`config.mk`:
```
export PLATFORM = sky130hd
export DESIGN_NAME = sdio_dev_seq_flat
export DESIGN_NICKNAME = d
export VERILOG_FILES = /design/src/include/pwrseq_pkg.sv /design/src/include/sdio_pwr_link.sv /design/src/rtl/sdio_dev_seq.sv /design/src/flat_wrapper.sv
export VERILOG_INCLUDE_DIRS = /design/src /design/src/include
export SDC_FILE = /design/constraint.sdc
export NUM_CORES = 1
export LEC_CHECK = 0
export BUFFER_PORTS_ARGS = -buffer_cell sky130_fd_sc_hd__buf_2
export CORE_UTILIZATION = 50
export CTS_CLUSTER_DIAMETER = 40
export CTS_CLUSTER_SIZE = 30
export DETAILED_ROUTE_END_ITERATION = 10
export PLACE_DENSITY = 0.75
export SLEW_MARGIN = 0
export SYNTH_ARGS = -nofsm -noshare
export SYNTH_HDL_FRONTEND = slang
export SYNTH_SLANG_ARGS = --single-unit
```
`constraint.sdc`:
```
create_clock -name clk -period 2.03 [get_ports clk]
set_input_delay 0.609 -clock clk [delete_from_list [all_inputs] [get_ports clk]]
set_output_delay 0.609 -clock clk [all_outputs]
set_load 0.01 [all_outputs]
```
`src/include/pwrseq_defines.svh`:
```
// timing, command and layout constants of the host interface power-up sequencer
`ifndef PWRSEQ_DEFINES_SVH
`define PWRSEQ_DEFINES_SVH

// ----------------------------------------------------------------
// clock
// ----------------------------------------------------------------
`define CLK_KHZ 250000

// ----------------------------------------------------------------
// device bus not-ready interval, milliseconds
// ----------------------------------------------------------------
`define NOT_READY_MIN_MS 1
`define NOT_READY_TYP_MS 2
`define NOT_READY_MAX_MS 10

// ----------------------------------------------------------------
// host timing
// ----------------------------------------------------------------
`define CHIP_EN_MIN_MS 0
`define CHIP_EN_TYP_MS 10
`define PRECHARGE_MS 1
`define POLL_GAP_CYC 64
`define RESP_TIMEOUT_CYC 16

// ----------------------------------------------------------------
// command indices
// ----------------------------------------------------------------
`define CMD_IO_SEND_OP 6'h05
`define CMD_SEND_ADDR 6'h03
`define CMD_SELECT_CARD 6'h07
`define INIT_LAST_STEP 2'h3

// ----------------------------------------------------------------
// fuse store layout
// ----------------------------------------------------------------
`define FUSE_WORDS 4
`define FUSE_WIDTH 8

`endif

```
`src/include/pwrseq_pkg.sv`:
```
// types shared by both ends of the power-up sequencer
package pwrseq_pkg;

  typedef enum logic [2:0] {
    DEV_OFF = 3'b000,
    DEV_PMU = 3'b001,
    DEV_BLOCK_ON = 3'b010,
    DEV_FUSE = 3'b011,
    DEV_PULLUP = 3'b100,
    DEV_NOT_READY = 3'b101,
    DEV_READY = 3'b110
  } dev_state_t;

  typedef enum logic [3:0] {
    H_IDLE = 4'b0000,
    H_CE_WAIT = 4'b0001,
    H_PRECHARGE = 4'b0010,
    H_POLL = 4'b0011,
    H_POLL_WAIT = 4'b0100,
    H_GAP = 4'b0101,
    H_INIT_SEND = 4'b0110,
    H_INIT_WAIT = 4'b0111,
    H_DONE = 4'b1000
  } host_state_t;

endpackage : pwrseq_pkg

```
`src/include/sdio_pwr_link.sv`:
```
// link between host controller and device: enables, command strobe and answer
`timescale 1ns/1ps
`default_nettype none

interface sdio_pwr_link;
  logic chip_en;
  logic host_iface_reset_line;
  logic cmd_valid;
  logic [5:0] cmd_index;
  logic resp_valid;
  logic resp_ready_bit;
  logic [5:0] resp_index;
  logic pullup_en;

  modport device (
    input chip_en, host_iface_reset_line, cmd_valid, cmd_index,
    output resp_valid, resp_ready_bit, resp_index, pullup_en
  );

  modport host (
    output chip_en, host_iface_reset_line, cmd_valid, cmd_index,
    input resp_valid, resp_ready_bit, resp_index, pullup_en
  );
endinterface : sdio_pwr_link

`default_nettype wire

```
`src/rtl/sdio_dev_seq.sv`:
```
// device end: power management bring-up, fuse autoload, pull-ups and interface select
`include "pwrseq_defines.svh"
`timescale 1ns/1ps
`default_nettype none

module sdio_dev_seq
  import pwrseq_pkg::*;
#(
  parameter int unsigned CLK_KHZ = `CLK_KHZ,
  parameter int unsigned NOT_READY_CYC = `NOT_READY_TYP_MS * CLK_KHZ,
  parameter int unsigned FUSE_WORDS = `FUSE_WORDS,
  parameter int unsigned FUSE_WIDTH = `FUSE_WIDTH
) (
  input wire logic clk,
  input wire logic srst,
  input wire logic supply_ok,
  input wire logic fuse_prog_en,
  input wire logic [$clog2(FUSE_WORDS)-1:0] fuse_prog_addr,
  input wire logic [FUSE_WIDTH-1:0] fuse_prog_data,
  output logic pmu_en,
  output logic sdio_block_en,
  output logic fuse_loaded,
  output logic bus_ready,
  output logic iface_selected,
  output logic [FUSE_WORDS*FUSE_WIDTH-1:0] fuse_cfg,
  sdio_pwr_link.device link
);

  localparam int unsigned AW = $clog2(FUSE_WORDS);
  // window scales with the clock rate, so a slower clock keeps the same milliseconds
  localparam int unsigned NR_MIN_CYC = `NOT_READY_MIN_MS * CLK_KHZ;
  localparam int unsigned NR_MAX_CYC = `NOT_READY_MAX_MS * CLK_KHZ;
  // an out-of-range setting is pulled back into the legal window
  localparam int unsigned NR_LEN = (NOT_READY_CYC < NR_MIN_CYC) ? NR_MIN_CYC :
                                   (NOT_READY_CYC > NR_MAX_CYC) ? NR_MAX_CYC :
                                   NOT_READY_CYC;
  localparam logic [31:0] NR_LAST = 32'(NR_LEN - 1);
  localparam logic [AW-1:0] FUSE_LAST = AW'(FUSE_WORDS - 1);

  // ----------------------------------------------------------------
  // state and storage
  // ----------------------------------------------------------------
  dev_state_t state_reg;
  dev_state_t state_next;
  logic [31:0] nr_cnt_reg;
  logic [AW-1:0] fuse_idx_reg;
  logic [FUSE_WIDTH-1:0] fuse_mem [FUSE_WORDS];
  logic [FUSE_WIDTH-1:0] fuse_cfg_reg [FUSE_WORDS];
  logic pmu_en_reg;
  logic block_en_reg;
  logic fuse_loaded_reg;
  logic pullup_reg;
  logic ready_reg;
  logic sel_reg;
  logic resp_valid_reg;
  logic resp_ready_reg;
  logic [5:0] resp_index_reg;

  // ----------------------------------------------------------------
  // decode
  // ----------------------------------------------------------------
  // losing either host-held line drops the whole function at once
  wire power_held = link.chip_en && link.host_iface_reset_line;
  wire power_up_req = supply_ok && power_held;
  wire cmd_known = (link.cmd_index == `CMD_IO_SEND_OP) ||
                   (link.cmd_index == `CMD_SEND_ADDR) ||
                   (link.cmd_index == `CMD_SELECT_CARD);
  // commands are only seen once the bus block is powered
  wire cmd_taken = link.cmd_valid && cmd_known && block_en_reg;
  // selection waits for both autoload and pull-ups
  wire sel_allowed = fuse_loaded_reg && pullup_reg;
  wire sel_hit = cmd_taken && sel_allowed && !sel_reg;
  wire nr_running = (state_reg == DEV_BLOCK_ON) || (state_reg == DEV_FUSE) ||
                    (state_reg == DEV_PULLUP) || (state_reg == DEV_NOT_READY);
  wire nr_done = (nr_cnt_reg >= NR_LAST);
  wire fuse_last = (fuse_idx_reg == FUSE_LAST);

  // ----------------------------------------------------------------
  // sequencer
  // ----------------------------------------------------------------
  // next-state choice; power loss wins over every step
  always_comb begin
    state_next = state_reg;
    unique case (state_reg)
      DEV_OFF: begin
        if (power_up_req) begin
          state_next = DEV_PMU;
        end
      end
      DEV_PMU: begin
        state_next = DEV_BLOCK_ON;
      end
      DEV_BLOCK_ON: begin
        state_next = DEV_FUSE;
      end
      DEV_FUSE: begin
        if (fuse_last) begin
          state_next = DEV_PULLUP;
        end
      end
      DEV_PULLUP: begin
        state_next = DEV_NOT_READY;
      end
      DEV_NOT_READY: begin
        if (nr_done) begin
          state_next = DEV_READY;
        end
      end
      DEV_READY: begin
        state_next = DEV_READY;
      end
      default: begin
        state_next = DEV_OFF;
      end
    endcase
    if (!power_up_req) begin
      state_next = DEV_OFF;
    end
  end

  always_ff @(posedge clk) begin
    if (srst) begin
      state_reg <= DEV_OFF;
    end else begin
      state_reg <= state_next;
    end
  end

  // ----------------------------------------------------------------
  // not-ready interval counter
  // ----------------------------------------------------------------
  // starts with the bus block, so the fuse walk lies inside the interval
  always_ff @(posedge clk) begin
    if (srst || !nr_running) begin
      nr_cnt_reg <= 32'h0000_0000;
    end else if (!nr_done) begin
      nr_cnt_reg <= nr_cnt_reg + 32'h0000_0001;
    end
  end

  // ----------------------------------------------------------------
  // enables and flags
  // ----------------------------------------------------------------
  // each flag follows the sequencer and clears on power loss
  always_ff @(posedge clk) begin
    if (srst || state_next == DEV_OFF) begin
      pmu_en_reg <= 1'b0;
      block_en_reg <= 1'b0;
      fuse_loaded_reg <= 1'b0;
      pullup_reg <= 1'b0;
      ready_reg <= 1'b0;
    end else begin
      pmu_en_reg <= 1'b1;
      if (state_reg == DEV_PMU) begin
        block_en_reg <= 1'b1;
      end
      if (state_reg == DEV_FUSE && fuse_last) begin
        fuse_loaded_reg <= 1'b1;
      end
      if (state_reg == DEV_PULLUP && fuse_loaded_reg) begin
        pullup_reg <= 1'b1;
      end
      if (state_next == DEV_READY) begin
        ready_reg <= 1'b1;
      end
    end
  end

  // ----------------------------------------------------------------
  // fuse store and autoload
  // ----------------------------------------------------------------
  // programming port writes the store; no reset so it keeps across power loss
  always_ff @(posedge clk) begin
    if (fuse_prog_en) begin
      fuse_mem[fuse_prog_addr] <= fuse_prog_data;
    end
  end

  // one word per cycle into the bus circuitry shadow
  always_ff @(posedge clk) begin
    if (srst || state_reg != DEV_FUSE) begin
      fuse_idx_reg <= '0;
    end else if (!fuse_last) begin
      fuse_idx_reg <= fuse_idx_reg + AW'(1);
    end
  end

  for (genvar i = 0; i < FUSE_WORDS; i++) begin : g_cfg
    always_ff @(posedge clk) begin
      if (srst) begin
        fuse_cfg_reg[i] <= '0;
      end else if (state_reg == DEV_FUSE && fuse_idx_reg == AW'(i)) begin
        fuse_cfg_reg[i] <= fuse_mem[i];
      end
    end
    assign fuse_cfg[i*FUSE_WIDTH +: FUSE_WIDTH] = fuse_cfg_reg[i];
  end

  // ----------------------------------------------------------------
  // command answer and interface select
  // ----------------------------------------------------------------
  // commands are answered during the interval, ready bit still clear
  always_ff @(posedge clk) begin
    if (srst) begin
      resp_valid_reg <= 1'b0;
      resp_ready_reg <= 1'b0;
      resp_index_reg <= 6'h00;
    end else begin
      resp_valid_reg <= cmd_taken;
      if (cmd_taken) begin
        resp_ready_reg <= ready_reg;
        resp_index_reg <= link.cmd_index;
      end
    end
  end

  // selection is sticky until power goes
  always_ff @(posedge clk) begin
    if (srst || state_next == DEV_OFF) begin
      sel_reg <= 1'b0;
    end else if (sel_hit) begin
      sel_reg <= 1'b1;
    end
  end

  // ----------------------------------------------------------------
  // outputs
  // ----------------------------------------------------------------
  assign pmu_en = pmu_en_reg;
  assign sdio_block_en = block_en_reg;
  assign fuse_loaded = fuse_loaded_reg;
  assign bus_ready = ready_reg;
  assign iface_selected = sel_reg;
  assign link.pullup_en = pullup_reg;
  assign link.resp_valid = resp_valid_reg;
  assign link.resp_ready_bit = resp_ready_reg;
  assign link.resp_index = resp_index_reg;

endmodule : sdio_dev_seq

`default_nettype wire

```
`src/flat_wrapper.sv`:
```
// flat-port wrapper written by rule: the top's interface ports become plain ports
module sdio_dev_seq_flat import pwrseq_pkg::*;
#(
  parameter int unsigned CLK_KHZ = `CLK_KHZ,
  parameter int unsigned NOT_READY_CYC = `NOT_READY_TYP_MS * CLK_KHZ,
  parameter int unsigned FUSE_WORDS = `FUSE_WORDS,
  parameter int unsigned FUSE_WIDTH = `FUSE_WIDTH
)
  (clk, srst, supply_ok, fuse_prog_en, fuse_prog_addr, fuse_prog_data, pmu_en, sdio_block_en, fuse_loaded, bus_ready, iface_selected, fuse_cfg, link_chip_en, link_host_iface_reset_line, link_cmd_valid, link_cmd_index, link_resp_valid, link_resp_ready_bit, link_resp_index, link_pullup_en);
  sdio_pwr_link link_i ();
  input wire logic clk;
  input wire logic srst;
  input wire logic supply_ok;
  input wire logic fuse_prog_en;
  input wire logic [$clog2(FUSE_WORDS)-1:0] fuse_prog_addr;
  input wire logic [FUSE_WIDTH-1:0] fuse_prog_data;
  output logic pmu_en;
  output logic sdio_block_en;
  output logic fuse_loaded;
  output logic bus_ready;
  output logic iface_selected;
  output logic [FUSE_WORDS*FUSE_WIDTH-1:0] fuse_cfg;
  input wire logic [$bits(link_i.chip_en)-1:0] link_chip_en;
  input wire logic [$bits(link_i.host_iface_reset_line)-1:0] link_host_iface_reset_line;
  input wire logic [$bits(link_i.cmd_valid)-1:0] link_cmd_valid;
  input wire logic [$bits(link_i.cmd_index)-1:0] link_cmd_index;
  output wire logic [$bits(link_i.resp_valid)-1:0] link_resp_valid;
  output wire logic [$bits(link_i.resp_ready_bit)-1:0] link_resp_ready_bit;
  output wire logic [$bits(link_i.resp_index)-1:0] link_resp_index;
  output wire logic [$bits(link_i.pullup_en)-1:0] link_pullup_en;
  assign link_i.chip_en = link_chip_en;
  assign link_i.host_iface_reset_line = link_host_iface_reset_line;
  assign link_i.cmd_valid = link_cmd_valid;
  assign link_i.cmd_index = link_cmd_index;
  assign link_resp_valid = link_i.resp_valid;
  assign link_resp_ready_bit = link_i.resp_ready_bit;
  assign link_resp_index = link_i.resp_index;
  assign link_pullup_en = link_i.pullup_en;
  sdio_dev_seq #(.CLK_KHZ(CLK_KHZ), .NOT_READY_CYC(NOT_READY_CYC), .FUSE_WORDS(FUSE_WORDS), .FUSE_WIDTH(FUSE_WIDTH)) u_core (.clk(clk), .srst(srst), .supply_ok(supply_ok), .fuse_prog_en(fuse_prog_en), .fuse_prog_addr(fuse_prog_addr), .fuse_prog_data(fuse_prog_data), .pmu_en(pmu_en), .sdio_block_en(sdio_block_en), .fuse_loaded(fuse_loaded), .bus_ready(bus_ready), .iface_selected(iface_selected), .fuse_cfg(fuse_cfg), .link(link_i));
endmodule
```
# --- Word-level counts from Yosys, hierarchy flattened ---
# Memories as Yosys holds them, arrays and structs flattened.
# Index checks and enable logic that the tools add are counted.
classes:
  n_addsub: 2
  n_mul: 0
  div_mod_pow: 0
  order_cmp: 1
  n_eq_ne: 14
  shift: 0
  muxes: 25
  bitwise_logic: 4
  n_reduce_logical: 25
op_table:
  columns: ["cell", "n"]
  rows:
  - ["32-bit by 1-bit adder with 32-bit output (second input constant)", 1]
  - ["32-bit by 19-bit >= comparator with 1-bit output (second input constant)", 1]
  - ["8-bit two-way mux", 4]
  - ["3-bit case mux with 7 select lines", 1]
  - ["1-bit two-way mux", 17]
  - ["3-bit == test (second input constant)", 4]
  - ["6-bit by 3-bit == test with 1-bit output (second input constant)", 2]
  - ["1-bit logical AND", 12]
  - ["3-bit two-way mux", 3]
  - ["1-bit logical OR", 8]
  - ["3-bit by 2-bit == test with 1-bit output (second input constant)", 2]
  - ["6-bit by 2-bit == test with 1-bit output (second input constant)", 1]
  - ["3-bit zero test", 2]
  - ["2-bit == test (second input constant)", 2]
  - ["1-bit OR", 4]
  - ["3-bit by 1-bit == test with 1-bit output (second input constant)", 1]
  - ["3-bit by 2-bit inequality test with 1-bit output (second input constant)", 1]
  - ["2-bit by 1-bit adder with 2-bit output (second input constant)", 1]
  - ["2-bit by 1-bit == test with 1-bit output (second input constant)", 1]
  - ["1-bit zero test", 2]
  - ["2-bit zero test", 1]
totals:
  register_bits: 51
  latch_bits: 0
  mem_bits_rw: 64
  mem_bits_ro: 0
  out_inout_bits: 46
  word_cells: 85
  mem_count: 2
mem_list:
  columns: ["name", "depth", "word_bits", "rd", "rd_ports_with_merged_regs", "wr", "line_no", "rtl"]
  rows:
  - ["u_core.fuse_cfg_reg", 4, 8, 4, 0, 4, "sdio_dev_seq.sv:48", "logic [FUSE_WIDTH-1:0] fuse_cfg_reg [FUSE_WORDS];"]
  - ["u_core.fuse_mem", 4, 8, 4, 0, 1, "sdio_dev_seq.sv:47", "logic [FUSE_WIDTH-1:0] fuse_mem [FUSE_WORDS];"]

# --- Logic depth before layout (Yosys ltp) ---
logic_depth:
  ltp_word: 7
  depth_mapped: 8

# --- Worst setup path before layout ---
# OpenSTA, ideal clock, no wires.
synth_path:
  path_type: "register to register"
  from: "register u_core.nr_cnt_reg[31]"
  to: "register u_core.nr_cnt_reg[13]"
  setup_time_ns: 0.070
  t_arrival_ns: 1.853
  t_required_ns: 1.960
  path_slack_ns: 0.107
  path_stages_with_launch: 7
  synth_period_minus_slack_ns: 1.923
  path_cell_list: "dfxtp_1 > or4_4 > nor3_2 > nand3_2 > buf_6 > or4_1 > a21oi_1"
synth_between:
  elab_chain_len: 1
synth_lines:
  columns: ["element", "line_no", "rtl"]
  rows:
  - ["start: declaration", "sdio_dev_seq.sv:45", "logic [31:0] nr_cnt_reg;"]
  - ["start signal: assignment", "sdio_dev_seq.sv:137", "nr_cnt_reg <= nr_cnt_reg + 32'h0000_0001;"]
  - ["32-bit by 19-bit >= comparator with 1-bit output", "sdio_dev_seq.sv:75", "wire nr_done = (nr_cnt_reg >= NR_LAST);"]
# Every way passes these cells.
# A chain may end at the register's enable or synchronous reset.

# --- Final worst setup path ---
layout_path:
  from: "register u_core.nr_cnt_reg[31]"
  to: "register u_core.nr_cnt_reg[10]"
# Same word-level chain as after synthesis.

==> reports/qor.txt <==
SETUP PATH
-------------------------------------------------------------------------
Destination of the worst register-to-register timing path .. u_core.nr_cnt_reg[10]
Register-to-register setup slack ...........................      0.04 ns
Cells on worst reg2reg path ................................            6
Element type at the critical path end ......................     register
Critical path class ........................................ register to register
Worst-path maximum fanout ..................................           17
Setup crit start kind ......................................     register
Required time of the critical path .........................      2.46 ns
Critical path arrival ......................................      2.43 ns
FF-to-FF Start ............................................. u_core.nr_cnt_reg[31]

CTS
-------------------------------------------------------------------------
CTS sink cnt ...............................................          115
Clock root buffer .......................................... sky130_fd_sc_hd__clkbuf_8
Number of buffers on the longest clock path ................            2
CTS tree ...................................................          yes
H-tree Lvls ................................................            4
Clock-pin slew on the worst setup and hold paths ...........      0.06 ns
Clock insertion delay at the later pin of the skew report ..      0.51 ns
Number of buffers created by CTS ...........................           17
CTS Hold Buffers Added .....................................            0

GLOBAL ROUTING
-------------------------------------------------------------------------
Global route total overflow ................................            0
Met3 capacity usage during global routing ..................       0.0600
Initial antenna violation count ............................            0
Gr busiest metal ...........................................         met2
Global-route met2 utilization ..............................        0.339
Number of global-route vias before repair ..................         2852
Total Routing Usage GR .....................................        0.208
Largest net degree at the start of global routing ..........           35
Met1 Resource Use GR .......................................        0.255
First-pass GRT wire length .................................      14.0 mm

MIN PATH
-------------------------------------------------------------------------
Worst Hold Endpoint ........................................ u_core.fuse_mem[2][4]
Class of the tightest hold or removal check ................ primary input to register
Cell depth of the worst hold path ..........................            1
Startpoint of the tightest hold check path ................. fuse_prog_data[4]

PWR
-------------------------------------------------------------------------
IR drop worst, VDD .........................................     0.742 mV
Leakage ....................................................      2.28 nW
Power density of the placed cells ..........................   988 mW/mm2
Sum of internal, switching and leakage power ...............    0.00550 W

SYNTHESIS
-------------------------------------------------------------------------
Post-synthesis instance area ...............................  0.00440 mm2
Count of flip-flops with a built-in enable after synthesis .           64
Cell accounting for the most synthesized area .............. sky130_fd_sc_hd__edfxtp_1
Average cell area after synthesis ..........................     12.4 um2
Area share of the largest cell type after synthesis ........        0.437
Post-synthesis cell count ..................................          356
Synthesized net count ......................................          384
Leading register cell type out of synthesis ................ sky130_fd_sc_hd__edfxtp_1
Flip-flop and latch count after synthesis ..................          115
Yosys cell types ...........................................           43
Post-synthesis async set-or-reset flop share ...............            0
Dominant cells by area after synthesis ..................... sky130_fd_sc_hd__edfxtp_1 (44%), sky130_fd_sc_hd__dfxtp_1 (23%), sky130_fd_sc_hd__and3_1 (5.1%)
Synthesis Warnings .........................................            0
Share of the yosys chip area belonging to registers ........        0.669

TIMING
-------------------------------------------------------------------------
Final clock period utilization by the worst path ...........        0.982
Min Tclk post-route ........................................      1.99 ns
Worst Hold Margin ..........................................     0.344 ns
Clock tree skew after final layout .........................    0.0101 ns
Slew @ Worst Pin ...........................................     0.484 ns
Setup violations, final ....................................            0
Max transition margin ......................................        0.677
Slew Viols, Final ..........................................            0
Setup Total Neg Slack ......................................         0 ns
Final Hold Fails ...........................................            0
Fmax achieved ..............................................    0.502 GHz
Unrepaired setup endpoints after global routing ............         true

ROUTING
-------------------------------------------------------------------------
DR iter-0 viols ............................................          149
Routed wire length .........................................      8.92 mm
DR DRC count ...............................................            0
Via density per instance ...................................         5.59
WL per Instance ............................................      15.9 um
Antenna-violating nets left ................................            0
Number of vias after detailed routing ......................         3141
Number of iterations in the first detailed-routing pass ....            4

FLOORPLAN
-------------------------------------------------------------------------
Starting utilization of the core area ......................        0.525
Die Y ......................................................      95.8 um
Top Ports ..................................................           69
Width of the chip ..........................................      95.8 um
Placeable core region ......................................  0.00838 mm2
Die Area ...................................................  0.00918 mm2
Rows .......................................................           33

LAYOUT
-------------------------------------------------------------------------
Final instance area ........................................  0.00557 mm2
Commonest non-fill, non-tap cell in the layout ............. sky130_fd_sc_hd__buf_2
N_diodes ...................................................            0
Commonest non-fill, non-tap cells in the layout ............ sky130_fd_sc_hd__buf_2 (68), sky130_fd_sc_hd__edfxtp_1 (64), sky130_fd_sc_hd__dfxtp_1 (51)
Layout overhead on the synthesized area ....................        26.5%
NumNets Final ..............................................          472
Core Util, Final ...........................................        0.664
Layout cell share with drive strength beyond 1 .............        0.282

PLACED DESIGN
-------------------------------------------------------------------------
Detailed placement HPWL ....................................      5.87 mm
Placed cell area ...........................................  0.00494 mm2
IO buf count ...............................................           68
Gpl congestion .............................................        0.834

JOB
-------------------------------------------------------------------------
Max_cap viols ..............................................            0

OUTCOME
-------------------------------------------------------------------------
Run status ................................................. complete, no violations

==> worst max-delay path by stage <==
stage / startpoint / end / slack [ns] / cells past startpoint
after detailed placement: u_core.nr_cnt_reg[31] / u_core.nr_cnt_reg[10] / 0.05 / 6
after floorplan: u_core.nr_cnt_reg[31] / u_core.nr_cnt_reg[13] / 0.11 / 6
after global routing: u_core.nr_cnt_reg[31] / u_core.nr_cnt_reg[13] / -0.05 / 6
after global placement: u_core.nr_cnt_reg[31] / u_core.nr_cnt_reg[10] / 0.1 / 6
after CTS: u_core.nr_cnt_reg[31] / u_core.nr_cnt_reg[10] / 0.03 / 6
final: u_core.nr_cnt_reg[31] / u_core.nr_cnt_reg[10] / 0.04 / 6
==> layout make-up <==
type                            count  area (um2)
Multi-Input combinational cell    215        1360
Fill cell                         626        2820
Clock inverter                     12         118
Clock buffer                       20         468
Inverter                            7        26.3
Sequential cell                   115        2940
Timing Repair Buffer               88         520
Tap cell                          105         131
==> stage by stage <==
stage | setup WS [ns] | cells
global placement | 0.0960 | 528
floorplan | 0.107 | 356
finish | 0.0368 | 562
global route | -0.0508 | 562
detailed placement | 0.0543 | 528
CTS | 0.0295 | 560
==> synth_stat cells, types with 7 or more instances <==
library cell / instances
sky130_fd_sc_hd__edfxtp_1: 64
sky130_fd_sc_hd__dfxtp_1: 51
sky130_fd_sc_hd__and3_1: 36
sky130_fd_sc_hd__a21oi_1: 23
sky130_fd_sc_hd__nor2_1: 23
sky130_fd_sc_hd__and2_1: 18
sky130_fd_sc_hd__nand2_1: 16
sky130_fd_sc_hd__clkbuf_1: 14
sky130_fd_sc_hd__or4_1: 14
sky130_fd_sc_hd__o31ai_1: 13
sky130_fd_sc_hd__nand3_1: 9
sky130_fd_sc_hd__mux2i_1: 7
==> cells by family after synthesis <==
logic type,share of synthesized area
buffers and inverters,0.0247
adders and majority gates,0.0142
xor gates and xnor gates,0.00199
AOI/OAI and AO/OA,0.0787
and+or+nand+nor,0.196
DFF,0.669
muxes,0.0159
==> power by group <==
part	switching (W)	total (W)	internal [W]
combinational	0.0000738	0.000119	0.0000447
clock	0.00107	0.00285	0.00178
sequential	0.0000145	0.00253	0.00251
total	0.00116	0.00550	0.00434
==> worst max-delay path, cell delays in order (launching register included) <==
cell	delay, ns
sky130_fd_sc_hd__dfxtp_1	0.30
sky130_fd_sc_hd__or4_4	0.54
sky130_fd_sc_hd__nor3_4	0.12
sky130_fd_sc_hd__nand3_2	0.11
sky130_fd_sc_hd__buf_12	0.18
sky130_fd_sc_hd__or4_1	0.52
sky130_fd_sc_hd__a21oi_1	0.15
==> per-layer routing <==
layer | routed length (um) | share of wire
met5 | 0 | 0
met3 | 434 | 0.049
met1 | 3780 | 0.42
met2 | 4500 | 0.50
met4 | 206 | 0.023
==> repair_timing <==
item / CTS / global route
setup endpoints to repair: 0 / 15
gates resized for setup: 0 / 2
setup buffers: 0 / 1
Power figures use the tool's default switching activity.
